<file path="src/pkg/eicp_pkg.sv">
/*
  Constants for the configuration image loader: image offsets,
  signature, defaults taken when no image is present, buffer size.
  Assumes byte-wide image addressing starting at zero.
*/
package eicp_pkg;

  localparam int        IMG_BYTES     = 512;
  localparam int        ADDR_W        = 9;
  localparam int        NUM_STR       = 5;
  localparam int        NUM_PTR       = 9;
  localparam int        GPIO_W        = 11;

  localparam logic [7:0] SIG_VALUE    = 8'ha5;

  localparam logic [8:0] OFS_SIG       = 9'h000;
  localparam logic [8:0] OFS_MAC_FIRST = 9'h001;
  localparam logic [8:0] OFS_MAC_LAST  = 9'h006;
  localparam logic [8:0] OFS_FS_POLL   = 9'h007;
  localparam logic [8:0] OFS_HS_POLL   = 9'h008;
  localparam logic [8:0] OFS_CFG       = 9'h009;
  localparam logic [8:0] OFS_LANG_LO   = 9'h00a;
  localparam logic [8:0] OFS_LANG_HI   = 9'h00b;
  localparam logic [8:0] OFS_PTR_FIRST = 9'h00c;
  localparam logic [8:0] OFS_STR_LAST  = 9'h015;
  localparam logic [8:0] OFS_PTR_LAST  = 9'h01d;
  localparam logic [8:0] OFS_WAKE_LO   = 9'h01e;
  localparam logic [8:0] OFS_WAKE_HI   = 9'h01f;
  localparam logic [8:0] OFS_PME       = 9'h020;
  localparam logic [8:0] OFS_PAD       = 9'h021;

  localparam logic [47:0] MAC_DEF      = 48'hffff_ffff_ffff;
  localparam logic [7:0]  FS_POLL_DEF  = 8'h01;
  localparam logic [7:0]  HS_POLL_DEF  = 8'h04;
  localparam logic [7:0]  CFG_DEF      = 8'h04;
  localparam logic [15:0] LANG_DEF     = 16'h0000;
  localparam logic [10:0] WAKE_DEF     = 11'h000;
  localparam logic [7:0]  PME_DEF      = 8'h00;

  typedef enum logic [1:0] {LD_IDLE, LD_READ} eicp_state_type;

endpackage : eicp_pkg

</file>
<file path="src/logic/eicp_image_ram.sv">
/*
  Image buffer: one write port, one registered read port.
  Assumes a single clock; no reset of the contents.
*/
`timescale 1ns/1ps
module eicp_image_ram
  import eicp_pkg::*;
#(
  parameter int DEPTH = IMG_BYTES,
  parameter int AW    = ADDR_W
) (
  // Clock
  input  wire logic          clk_in,
  // Write port
  input  wire logic          we_in,
  input  wire logic [AW-1:0] waddr_in,
  input  wire logic [7:0]    wdata_in,
  // Read port
  input  wire logic [AW-1:0] raddr_in,
  output      logic [7:0]    rdata_out
);

  logic [7:0] mem [DEPTH];

  always_ff @(posedge clk_in) begin
    if (we_in) begin
      mem[waddr_in] <= wdata_in;
    end
    rdata_out <= mem[raddr_in];
  end

endmodule : eicp_image_ram

</file>
<file path="src/logic/eicp_loader.sv">
/*
  Configuration image loader: reads the image byte by byte, decodes
  the fixed header fields, keeps the pointer table and buffers the
  image for descriptor fetches.
  Assumes a byte read port toward the serial memory controller that
  answers each request with a one-cycle acknowledge.
*/
`timescale 1ns/1ps
module eicp_loader
  import eicp_pkg::*;
#(
  parameter int IMG_SIZE = IMG_BYTES
) (
  // Clock and reset
  input  wire logic              clk_in,
  input  wire logic              arst_n_in,
  // Reload triggers
  input  wire logic              sys_reload_in,
  input  wire logic              usb_reset_in,
  // Image byte read port
  output      logic              rd_req_out,
  output      logic [ADDR_W-1:0] rd_addr_out,
  input  wire logic              rd_ack_in,
  input  wire logic [7:0]        rd_data_in,
  // Decoded settings
  output      logic [47:0]       mac_addr_out,
  output      logic [7:0]        fs_poll_out,
  output      logic [7:0]        hs_poll_out,
  output      logic [7:0]        cfg_flags_out,
  output      logic [15:0]       lang_id_out,
  output      logic [GPIO_W-1:0] gpio_wake_en_out,
  output      logic [7:0]        pme_flags_out,
  // Status
  output      logic              image_valid_out,
  output      logic              load_done_out,
  output      logic              usb_disconnect_out,
  // Descriptor fetch
  input  wire logic              desc_req_in,
  input  wire logic [3:0]        desc_sel_in,
  input  wire logic [7:0]        desc_idx_in,
  output      logic              desc_valid_out,
  output      logic              desc_err_out,
  output      logic              desc_last_out,
  output      logic [7:0]        desc_data_out
);

  //////////////////////////////////////////////////////////////////////////
  // Helpers

  function automatic logic [ADDR_W-1:0] word_to_byte(input logic [7:0] w);
    word_to_byte = {w, 1'b0};
  endfunction : word_to_byte

  function automatic logic in_range(input logic [8:0] a,
                                    input logic [8:0] lo,
                                    input logic [8:0] hi);
    in_range = (a >= lo) && (a <= hi);
  endfunction : in_range

  //////////////////////////////////////////////////////////////////////////
  // Load sequencer

  eicp_state_type    st_r,  st_nxt;
  logic              full_r, full_nxt;
  logic [ADDR_W-1:0] addr_r, addr_nxt;
  logic              req_r, req_nxt;
  logic              valid_r, valid_nxt;
  logic              done_r, done_nxt;
  logic              disc_r, disc_nxt;
  logic [47:0]       mac_r, mac_nxt;
  logic [7:0]        fs_r, fs_nxt, hs_r, hs_nxt, cfg_r, cfg_nxt;
  logic [15:0]       lang_r, lang_nxt;
  logic [GPIO_W-1:0] wake_r, wake_nxt;
  logic [7:0]        pme_r, pme_nxt;
  logic [7:0]        len_r [NUM_PTR];
  logic [7:0]        len_nxt [NUM_PTR];
  logic [7:0]        off_r [NUM_PTR];
  logic [7:0]        off_nxt [NUM_PTR];
  logic              take, sig_bad, ram_we;
  logic [8:0]        prel;

  assign take    = (st_r == LD_READ) && rd_ack_in;
  assign sig_bad = (addr_r == OFS_SIG) && (rd_data_in != SIG_VALUE);
  assign ram_we  = take && full_r && !sig_bad;
  assign prel    = addr_r - OFS_PTR_FIRST;

  always_comb begin
    st_nxt    = st_r;
    full_nxt  = full_r;
    addr_nxt  = addr_r;
    valid_nxt = valid_r;
    done_nxt  = done_r;
    mac_nxt   = mac_r;
    fs_nxt    = fs_r;
    hs_nxt    = hs_r;
    cfg_nxt   = cfg_r;
    lang_nxt  = lang_r;
    wake_nxt  = wake_r;
    pme_nxt   = pme_r;
    len_nxt   = len_r;
    off_nxt   = off_r;
    case (st_r)
      LD_IDLE: begin
        if (sys_reload_in) begin
          st_nxt   = LD_READ;
          full_nxt = 1'b1;
          addr_nxt = OFS_SIG;
          done_nxt = 1'b0;
        end else if (usb_reset_in) begin
          st_nxt   = LD_READ;
          full_nxt = 1'b0;
          addr_nxt = OFS_SIG;
        end
      end
      LD_READ: begin
        if (take) begin
          addr_nxt = addr_r + 9'h001;
          if (sig_bad) begin
            st_nxt = LD_IDLE;
            if (full_r) begin
              valid_nxt = 1'b0;
              done_nxt  = 1'b1;
              mac_nxt   = MAC_DEF;
              fs_nxt    = FS_POLL_DEF;
              hs_nxt    = HS_POLL_DEF;
              cfg_nxt   = CFG_DEF;
              lang_nxt  = LANG_DEF;
              wake_nxt  = WAKE_DEF;
              pme_nxt   = PME_DEF;
              for (int i = 0; i < NUM_PTR; i++) begin
                len_nxt[i] = 8'h00;
                off_nxt[i] = 8'h00;
              end
            end
          end else begin
            if (addr_r == OFS_SIG && full_r) begin
              valid_nxt = 1'b1;
            end
            if (in_range(addr_r, OFS_MAC_FIRST, OFS_MAC_LAST)) begin
              mac_nxt = {mac_r[39:0], rd_data_in};
            end
            if (full_r) begin
              if (addr_r == OFS_FS_POLL) fs_nxt = rd_data_in;
              if (addr_r == OFS_HS_POLL) hs_nxt = rd_data_in;
              if (addr_r == OFS_CFG) cfg_nxt = rd_data_in;
              if (addr_r == OFS_LANG_LO) lang_nxt[7:0] = rd_data_in;
              if (addr_r == OFS_LANG_HI) lang_nxt[15:8] = rd_data_in;
              if (in_range(addr_r, OFS_PTR_FIRST, OFS_PTR_LAST)) begin
                if (prel[0]) off_nxt[prel[4:1]] = rd_data_in;
                else len_nxt[prel[4:1]] = rd_data_in;
              end
              if (addr_r == OFS_WAKE_LO) wake_nxt[7:0] = rd_data_in;
              if (addr_r == OFS_WAKE_HI) begin
                wake_nxt[10:8] = rd_data_in[2:0];
              end
              if (addr_r == OFS_PME) pme_nxt = rd_data_in;
            end
            if (full_r ? (addr_r == ADDR_W'(IMG_SIZE - 1))
                       : (addr_r == OFS_MAC_LAST)) begin
              st_nxt   = LD_IDLE;
              done_nxt = 1'b1;
            end
          end
        end
      end
      default: st_nxt = LD_IDLE;
    endcase
    req_nxt  = (st_nxt == LD_READ);
    disc_nxt = (st_nxt == LD_READ) && full_nxt;
  end

  always_ff @(posedge clk_in or negedge arst_n_in) begin
    if (!arst_n_in) begin
      st_r    <= LD_READ;
      full_r  <= 1'b1;
      addr_r  <= OFS_SIG;
      req_r   <= 1'b1;
      valid_r <= 1'b0;
      done_r  <= 1'b0;
      disc_r  <= 1'b1;
      mac_r   <= MAC_DEF;
      fs_r    <= FS_POLL_DEF;
      hs_r    <= HS_POLL_DEF;
      cfg_r   <= CFG_DEF;
      lang_r  <= LANG_DEF;
      wake_r  <= WAKE_DEF;
      pme_r   <= PME_DEF;
      for (int i = 0; i < NUM_PTR; i++) begin
        len_r[i] <= 8'h00;
        off_r[i] <= 8'h00;
      end
    end else begin
      st_r    <= st_nxt;
      full_r  <= full_nxt;
      addr_r  <= addr_nxt;
      req_r   <= req_nxt;
      valid_r <= valid_nxt;
      done_r  <= done_nxt;
      disc_r  <= disc_nxt;
      mac_r   <= mac_nxt;
      fs_r    <= fs_nxt;
      hs_r    <= hs_nxt;
      cfg_r   <= cfg_nxt;
      lang_r  <= lang_nxt;
      wake_r  <= wake_nxt;
      pme_r   <= pme_nxt;
      len_r   <= len_nxt;
      off_r   <= off_nxt;
    end
  end

  //////////////////////////////////////////////////////////////////////////
  // Descriptor fetch

  logic [ADDR_W-1:0] ram_raddr;
  logic [7:0]        ram_rdata;
  logic [3:0]        sel_c;
  logic              sel_ok, fetch_err;
  logic              s1_vld_r, s1_vld_nxt, s1_err_r, s1_err_nxt;
  logic              s1_last_r, s1_last_nxt;
  logic              dv_r, dv_nxt, de_r, de_nxt, dl_r, dl_nxt;
  logic [7:0]        dd_r, dd_nxt;

  always_comb begin
    sel_ok    = desc_sel_in < 4'(NUM_PTR);
    sel_c     = sel_ok ? desc_sel_in : 4'h0;
    ram_raddr = word_to_byte(off_r[sel_c]) + ADDR_W'(desc_idx_in);
    fetch_err = !done_r || !valid_r || !sel_ok || len_r[sel_c] == 8'h00
                || desc_idx_in >= len_r[sel_c];
    s1_vld_nxt  = desc_req_in;
    s1_err_nxt  = fetch_err;
    s1_last_nxt = !fetch_err && (desc_idx_in == len_r[sel_c] - 8'h01);
    dv_nxt = s1_vld_r;
    de_nxt = s1_vld_r && s1_err_r;
    dl_nxt = s1_vld_r && s1_last_r;
    dd_nxt = (s1_vld_r && !s1_err_r) ? ram_rdata : 8'h00;
  end

  always_ff @(posedge clk_in or negedge arst_n_in) begin
    if (!arst_n_in) begin
      s1_vld_r  <= 1'b0;
      s1_err_r  <= 1'b0;
      s1_last_r <= 1'b0;
      dv_r      <= 1'b0;
      de_r      <= 1'b0;
      dl_r      <= 1'b0;
      dd_r      <= 8'h00;
    end else begin
      s1_vld_r  <= s1_vld_nxt;
      s1_err_r  <= s1_err_nxt;
      s1_last_r <= s1_last_nxt;
      dv_r      <= dv_nxt;
      de_r      <= de_nxt;
      dl_r      <= dl_nxt;
      dd_r      <= dd_nxt;
    end
  end

  eicp_image_ram #(.DEPTH(IMG_SIZE), .AW(ADDR_W)) u_ram (
    .clk_in    (clk_in),
    .we_in     (ram_we),
    .waddr_in  (addr_r),
    .wdata_in  (rd_data_in),
    .raddr_in  (ram_raddr),
    .rdata_out (ram_rdata)
  );

  //////////////////////////////////////////////////////////////////////////
  // Outputs

  assign rd_req_out         = req_r;
  assign rd_addr_out        = addr_r;
  assign mac_addr_out       = mac_r;
  assign fs_poll_out        = fs_r;
  assign hs_poll_out        = hs_r;
  assign cfg_flags_out      = cfg_r;
  assign lang_id_out        = lang_r;
  assign gpio_wake_en_out   = wake_r;
  assign pme_flags_out      = pme_r;
  assign image_valid_out    = valid_r;
  assign load_done_out      = done_r;
  assign usb_disconnect_out = disc_r;
  assign desc_valid_out     = dv_r;
  assign desc_err_out       = de_r;
  assign desc_last_out      = dl_r;
  assign desc_data_out      = dd_r;
endmodule : eicp_loader

</file>
<file path="config.mk">
export PLATFORM = sky130hd
export DESIGN_NAME = eicp_loader
export DESIGN_NICKNAME = d
export VERILOG_FILES = /design/src/pkg/eicp_pkg.sv /design/src/logic/eicp_image_ram.sv /design/src/logic/eicp_loader.sv
export SDC_FILE = /design/constraint.sdc
export NUM_CORES = 2
export LEC_CHECK = 0
export BUFFER_PORTS_ARGS = -buffer_cell sky130_fd_sc_hd__buf_4
export CAP_MARGIN = 20
export CORE_ASPECT_RATIO = 1.2
export CORE_MARGIN = 2
export CORE_UTILIZATION = 40
export CTS_BUF_LIST = sky130_fd_sc_hd__clkbuf_4 sky130_fd_sc_hd__clkbuf_8
export CTS_CLUSTER_SIZE = 40
export DETAILED_ROUTE_END_ITERATION = 6
export PLACE_DENSITY_LB_ADDON = 0.15
export RECOVER_POWER = 50
export SYNTH_ARGS = -nofsm -noshare
export SYNTH_HDL_FRONTEND = slang
export SYNTH_SLANG_ARGS = --single-unit
</file>
<file path="constraint.sdc">
create_clock -name clk_in -period 4.4 [get_ports clk_in]
set_input_delay 0.88 -clock clk_in [delete_from_list [all_inputs] [get_ports clk_in]]
set_output_delay 0.88 -clock clk_in [all_outputs]
set_load 0.05 [all_outputs]
</file>
==> reports/qor.yml <==
setup_path:
  crit_chain: "mux4_2, mux2i_2, o21ai_2, ha_4, fa_4, buf_12, buf_12, clkinv_16, buf_12, buf_12, mux4_2, nand2_1, a21oi_1, a21oi_1, a22oi_2, nand2_2, o22ai_2"
  cp_num_buf_inv: 5
  critPathRequiredTime_ps: 5580
  crit_path_top_delay_cell: "fa_4"
  end_kind: "flop"
  crit_fanout: 7
  crit_family: "compound AO/OA/AOI/OAI gates"
  critPathLaunchType: "flop"
  crit_path_frequent_cell: "buf_12"
  worstSetupPathType: "reg -> reg"
  slowest_delay_ps: 860
  worstPathArrival_ps: 5890
floorplanning:
  dieArea_mm2: 0.4338
  core_mm2: 0.4271
  die_h_um: 721.1
  start_util_pct: 40.13
  io_pins: 157
  die_w_um: 601.6
  num_rows: 263
sta:
  worst_pin_slew_ps: 3602
  setup-violations-final: 315
  finalMaxSlewViolations: 1672
  fin_skew_ps: 117.7
  worst_slack_ps: -302.8
  finalCriticalPeriod_ps: 4703
  fmax_ghz: 0.2126
  slew_headroom_pct: -140.1
  rsz0062_at_grt: "yes"
  whs_ps: 186.8
  period_share_pct: 106.9
  timing_hold_violations_final: 0
grt:
  antenna_found_initial: 42
  grt_pass1_wl_um: 730700
  grt_pass1_vias: 94500
  grt_max_degree: 198
  grt_use_total_pct: 23.74
  overflow: 0
detailed_routing:
  wl_um: 521700
  detail_route.first_pass.iterations: 7
  drc: 0
  dr.first_iter.drc_count: 9952
  detail-route-antenna-nets: 0
  vias: 91140
  wire_per_inst_um: 32.42
  vias_per_cell: 5.663
synthesis:
  synth_top_cell_area_share_pct: 71.76
  yosysWarnings: 0
  yosysMostFrequentCell: "edfxtp_1"
  ys_ff_latch: 4385
  syn-cell-area_mm2: 0.1714
  synth_edf_count: 4096
  ys_seq_area_share_pct: 76.00
  synth_top_cell_by_area: "edfxtp_1"
  synth.avg_cell_area_um2: 20.92
  netlist_instances: 8194
  synth_common_cells: "edfxtp_1, mux4_2, nand2_1, nor2_1, clkbuf_1"
  async_flop_share_pct: 6.408
  synth_cell_types: 89
  synth_nets: 8246
  synthFlopType: "edfxtp_1"
  synthTopCellsByArea: "edfxtp_1, mux4_2, dfrtp_1"
pwr:
  power_w: 0.08892
  irDropWorstVdd_uv: 596.4
  powerDensity_mw_per_mm2: 435.8
  leakage_nw: 67.32
layout:
  layout.nets: 9888
  area_delta_synth_final_pct: 19.04
  multiInputGateArea_mm2: 0.03997
  seq_area_mm2: 0.1303
  fin_util_pct: 47.77
  nFillCells: 35780
  drive_above_1_share_pct: 38.33
placement:
  numPortBuffers: 156
  globalplace.congestion: 0.8646
  place_hpwl_um: 337600
clock_network:
  numClockSinks: 4385
  insertion_delay_ps: 1310
  cts_tree: "done"
  cts.clk_slew.worst_paths_ps: 70
  htreeDepth: 6
  root_buffer: "clkbuf_8"
  clock_path_buffers: 4
  cts_buffers: 684
min_path:
  hp-class: "in -> reg"
run_status:
  violations: "max-capacitance violations, max-slew violations, negative setup slack"
  outcome: "finished with violations"
job:
  drv_cap: 26
[where the power goes]
group | total [W] | leakage, nW | switching, W | internal, W
Clock | 0.0343 | 7.08 | 0.0164 | 0.0178
Sequential | 0.0466 | 40.6 | 0.000368 | 0.0462
Combinational | 0.00803 | 19.7 | 0.00522 | 0.00281
Total | 0.0889 | 67.3 | 0.0220 | 0.0669
[flip-flops by register name, indices dropped and copies added, names as in the netlist, 2 cells and up]
name,count
st_r,2
pme_flags_out,8
desc_data_out,8
hs_poll_out,8
off_r,72
rd_addr_out,9
u_ram.mem,4096
lang_id_out,16
u_ram.rdata_out,8
fs_poll_out,8
cfg_flags_out,8
mac_addr_out,48
gpio_wake_en_out,11
len_r,72
[worst paths after layout]
check	cells after the start	endpoint	slack [ps]	startpoint
setup reg to reg	17	u_ram.rdata_out[3]	-300	off_r[8]
min in group asynchronous	2	load_done_out	850	arst_n_in
hold / removal	3	rd_addr_out[2]	190	usb_reset_in
max in group asynchronous	3	cfg_flags_out[6]	580	arst_n_in
hold reg to reg	0	desc_valid_out	420	dv_nxt
setup / recovery	17	u_ram.rdata_out[3]	-300	off_r[8]
[worst min-delay path, cell delays in order]
cell,delay [ps]
buf_4,80
o21a_1,400
nor2_1,90
[cells in the final DEF (no fill, tap or decap), types with 19 or more instances in the layout]
cell type | synthesis | final
edfxtp_1 | 4096 | 4096
mux4_2 | 1220 | 1220
buf_4 | 73 | 1142
clkbuf_8 | 0 | 707
nand2_1 | 571 | 551
nor2_1 | 549 | 540
dfrtp_1 | 226 | 225
clkbuf_4 | 0 | 212
clkinv_1 | 0 | 171
buf_12 | 0 | 145
o21ai_0 | 158 | 139
nand3_1 | 125 | 95
mux2i_1 | 91 | 81
clkinv_2 | 0 | 78
clkbuf_1 | 233 | 61
mux2_2 | 58 | 58
dfstp_2 | 55 | 54
o22a_1 | 49 | 49
a21oi_1 | 58 | 37
o21ai_1 | 25 | 36
a22o_1 | 28 | 28
buf_6 | 1 | 27
clkbuf_2 | 0 | 25
ha_1 | 25 | 24
nand3_4 | 0 | 21
a21oi_2 | 8 | 19
buf_16 | 0 | 19
[logic make-up after synthesis]
group           Yosys count  share of synthesized area (%)
compound gates          503                          1.993
other cells               1                       0.002188
mux                    1370                          16.96
xor+xnor                 21                         0.1117
fa+ha+maj                26                         0.1942
buf+inv                 509                          1.403
simple gates           1379                          3.342
flops                  4385                          76.00
[final cells by class]
| cell class | count | area share, % |
|---|---|---|
| Clock buffer | 912 | 5.524 |
| Timing Repair Buffer | 1448 | 6.429 |
| Inverter | 17 | 0.04415 |
| Multi-Input combinational cell | 3300 | 19.59 |
| Tap cell | 5697 | 3.494 |
| Sequential cell | 4385 | 63.84 |
| Clock inverter | 322 | 1.063 |
| Antenna cell | 11 | 0.01349 |
[per-layer routing]
| metal | global-route usage [%] | share of wire, % |
|---|---|---|
| met4 | 6.910 | 3.2 |
| met1 | 31.70 | 40 |
| met3 | 3.682 | 6.7 |
| met5 | 0 | 0.0065 |
| met2 | 40.32 | 50 |
[per-stage QoR]
stage               setup TNS [ps]  instance area, um^2  instances  worst slack, ps
CTS                          -1246               203800      16070           -299.2
global placement            -14230               188800      14770            -2028
global route                -51330               204000      16090           -355.3
finish                      -30610               204000      16090           -302.8
detailed placement          -14560               188800      14770            -2066
floorplan                    -2518               171700       8194           -339.5
[repair_timing]
| item | in CTS | in global routing |
|---|---|---|
| pin swaps | 27 | 34 |
| cloned | 8 | 4 |
| hold endpoints to repair | 102 | 0 |
| gates resized for setup | 150 | 99 |
| setup buffers | 54 | 19 |
| hold buffers | 10 | 0 |
| endpoints found under the setup margin | 8 | 8 |
Power figures use the tool's default switching activity.
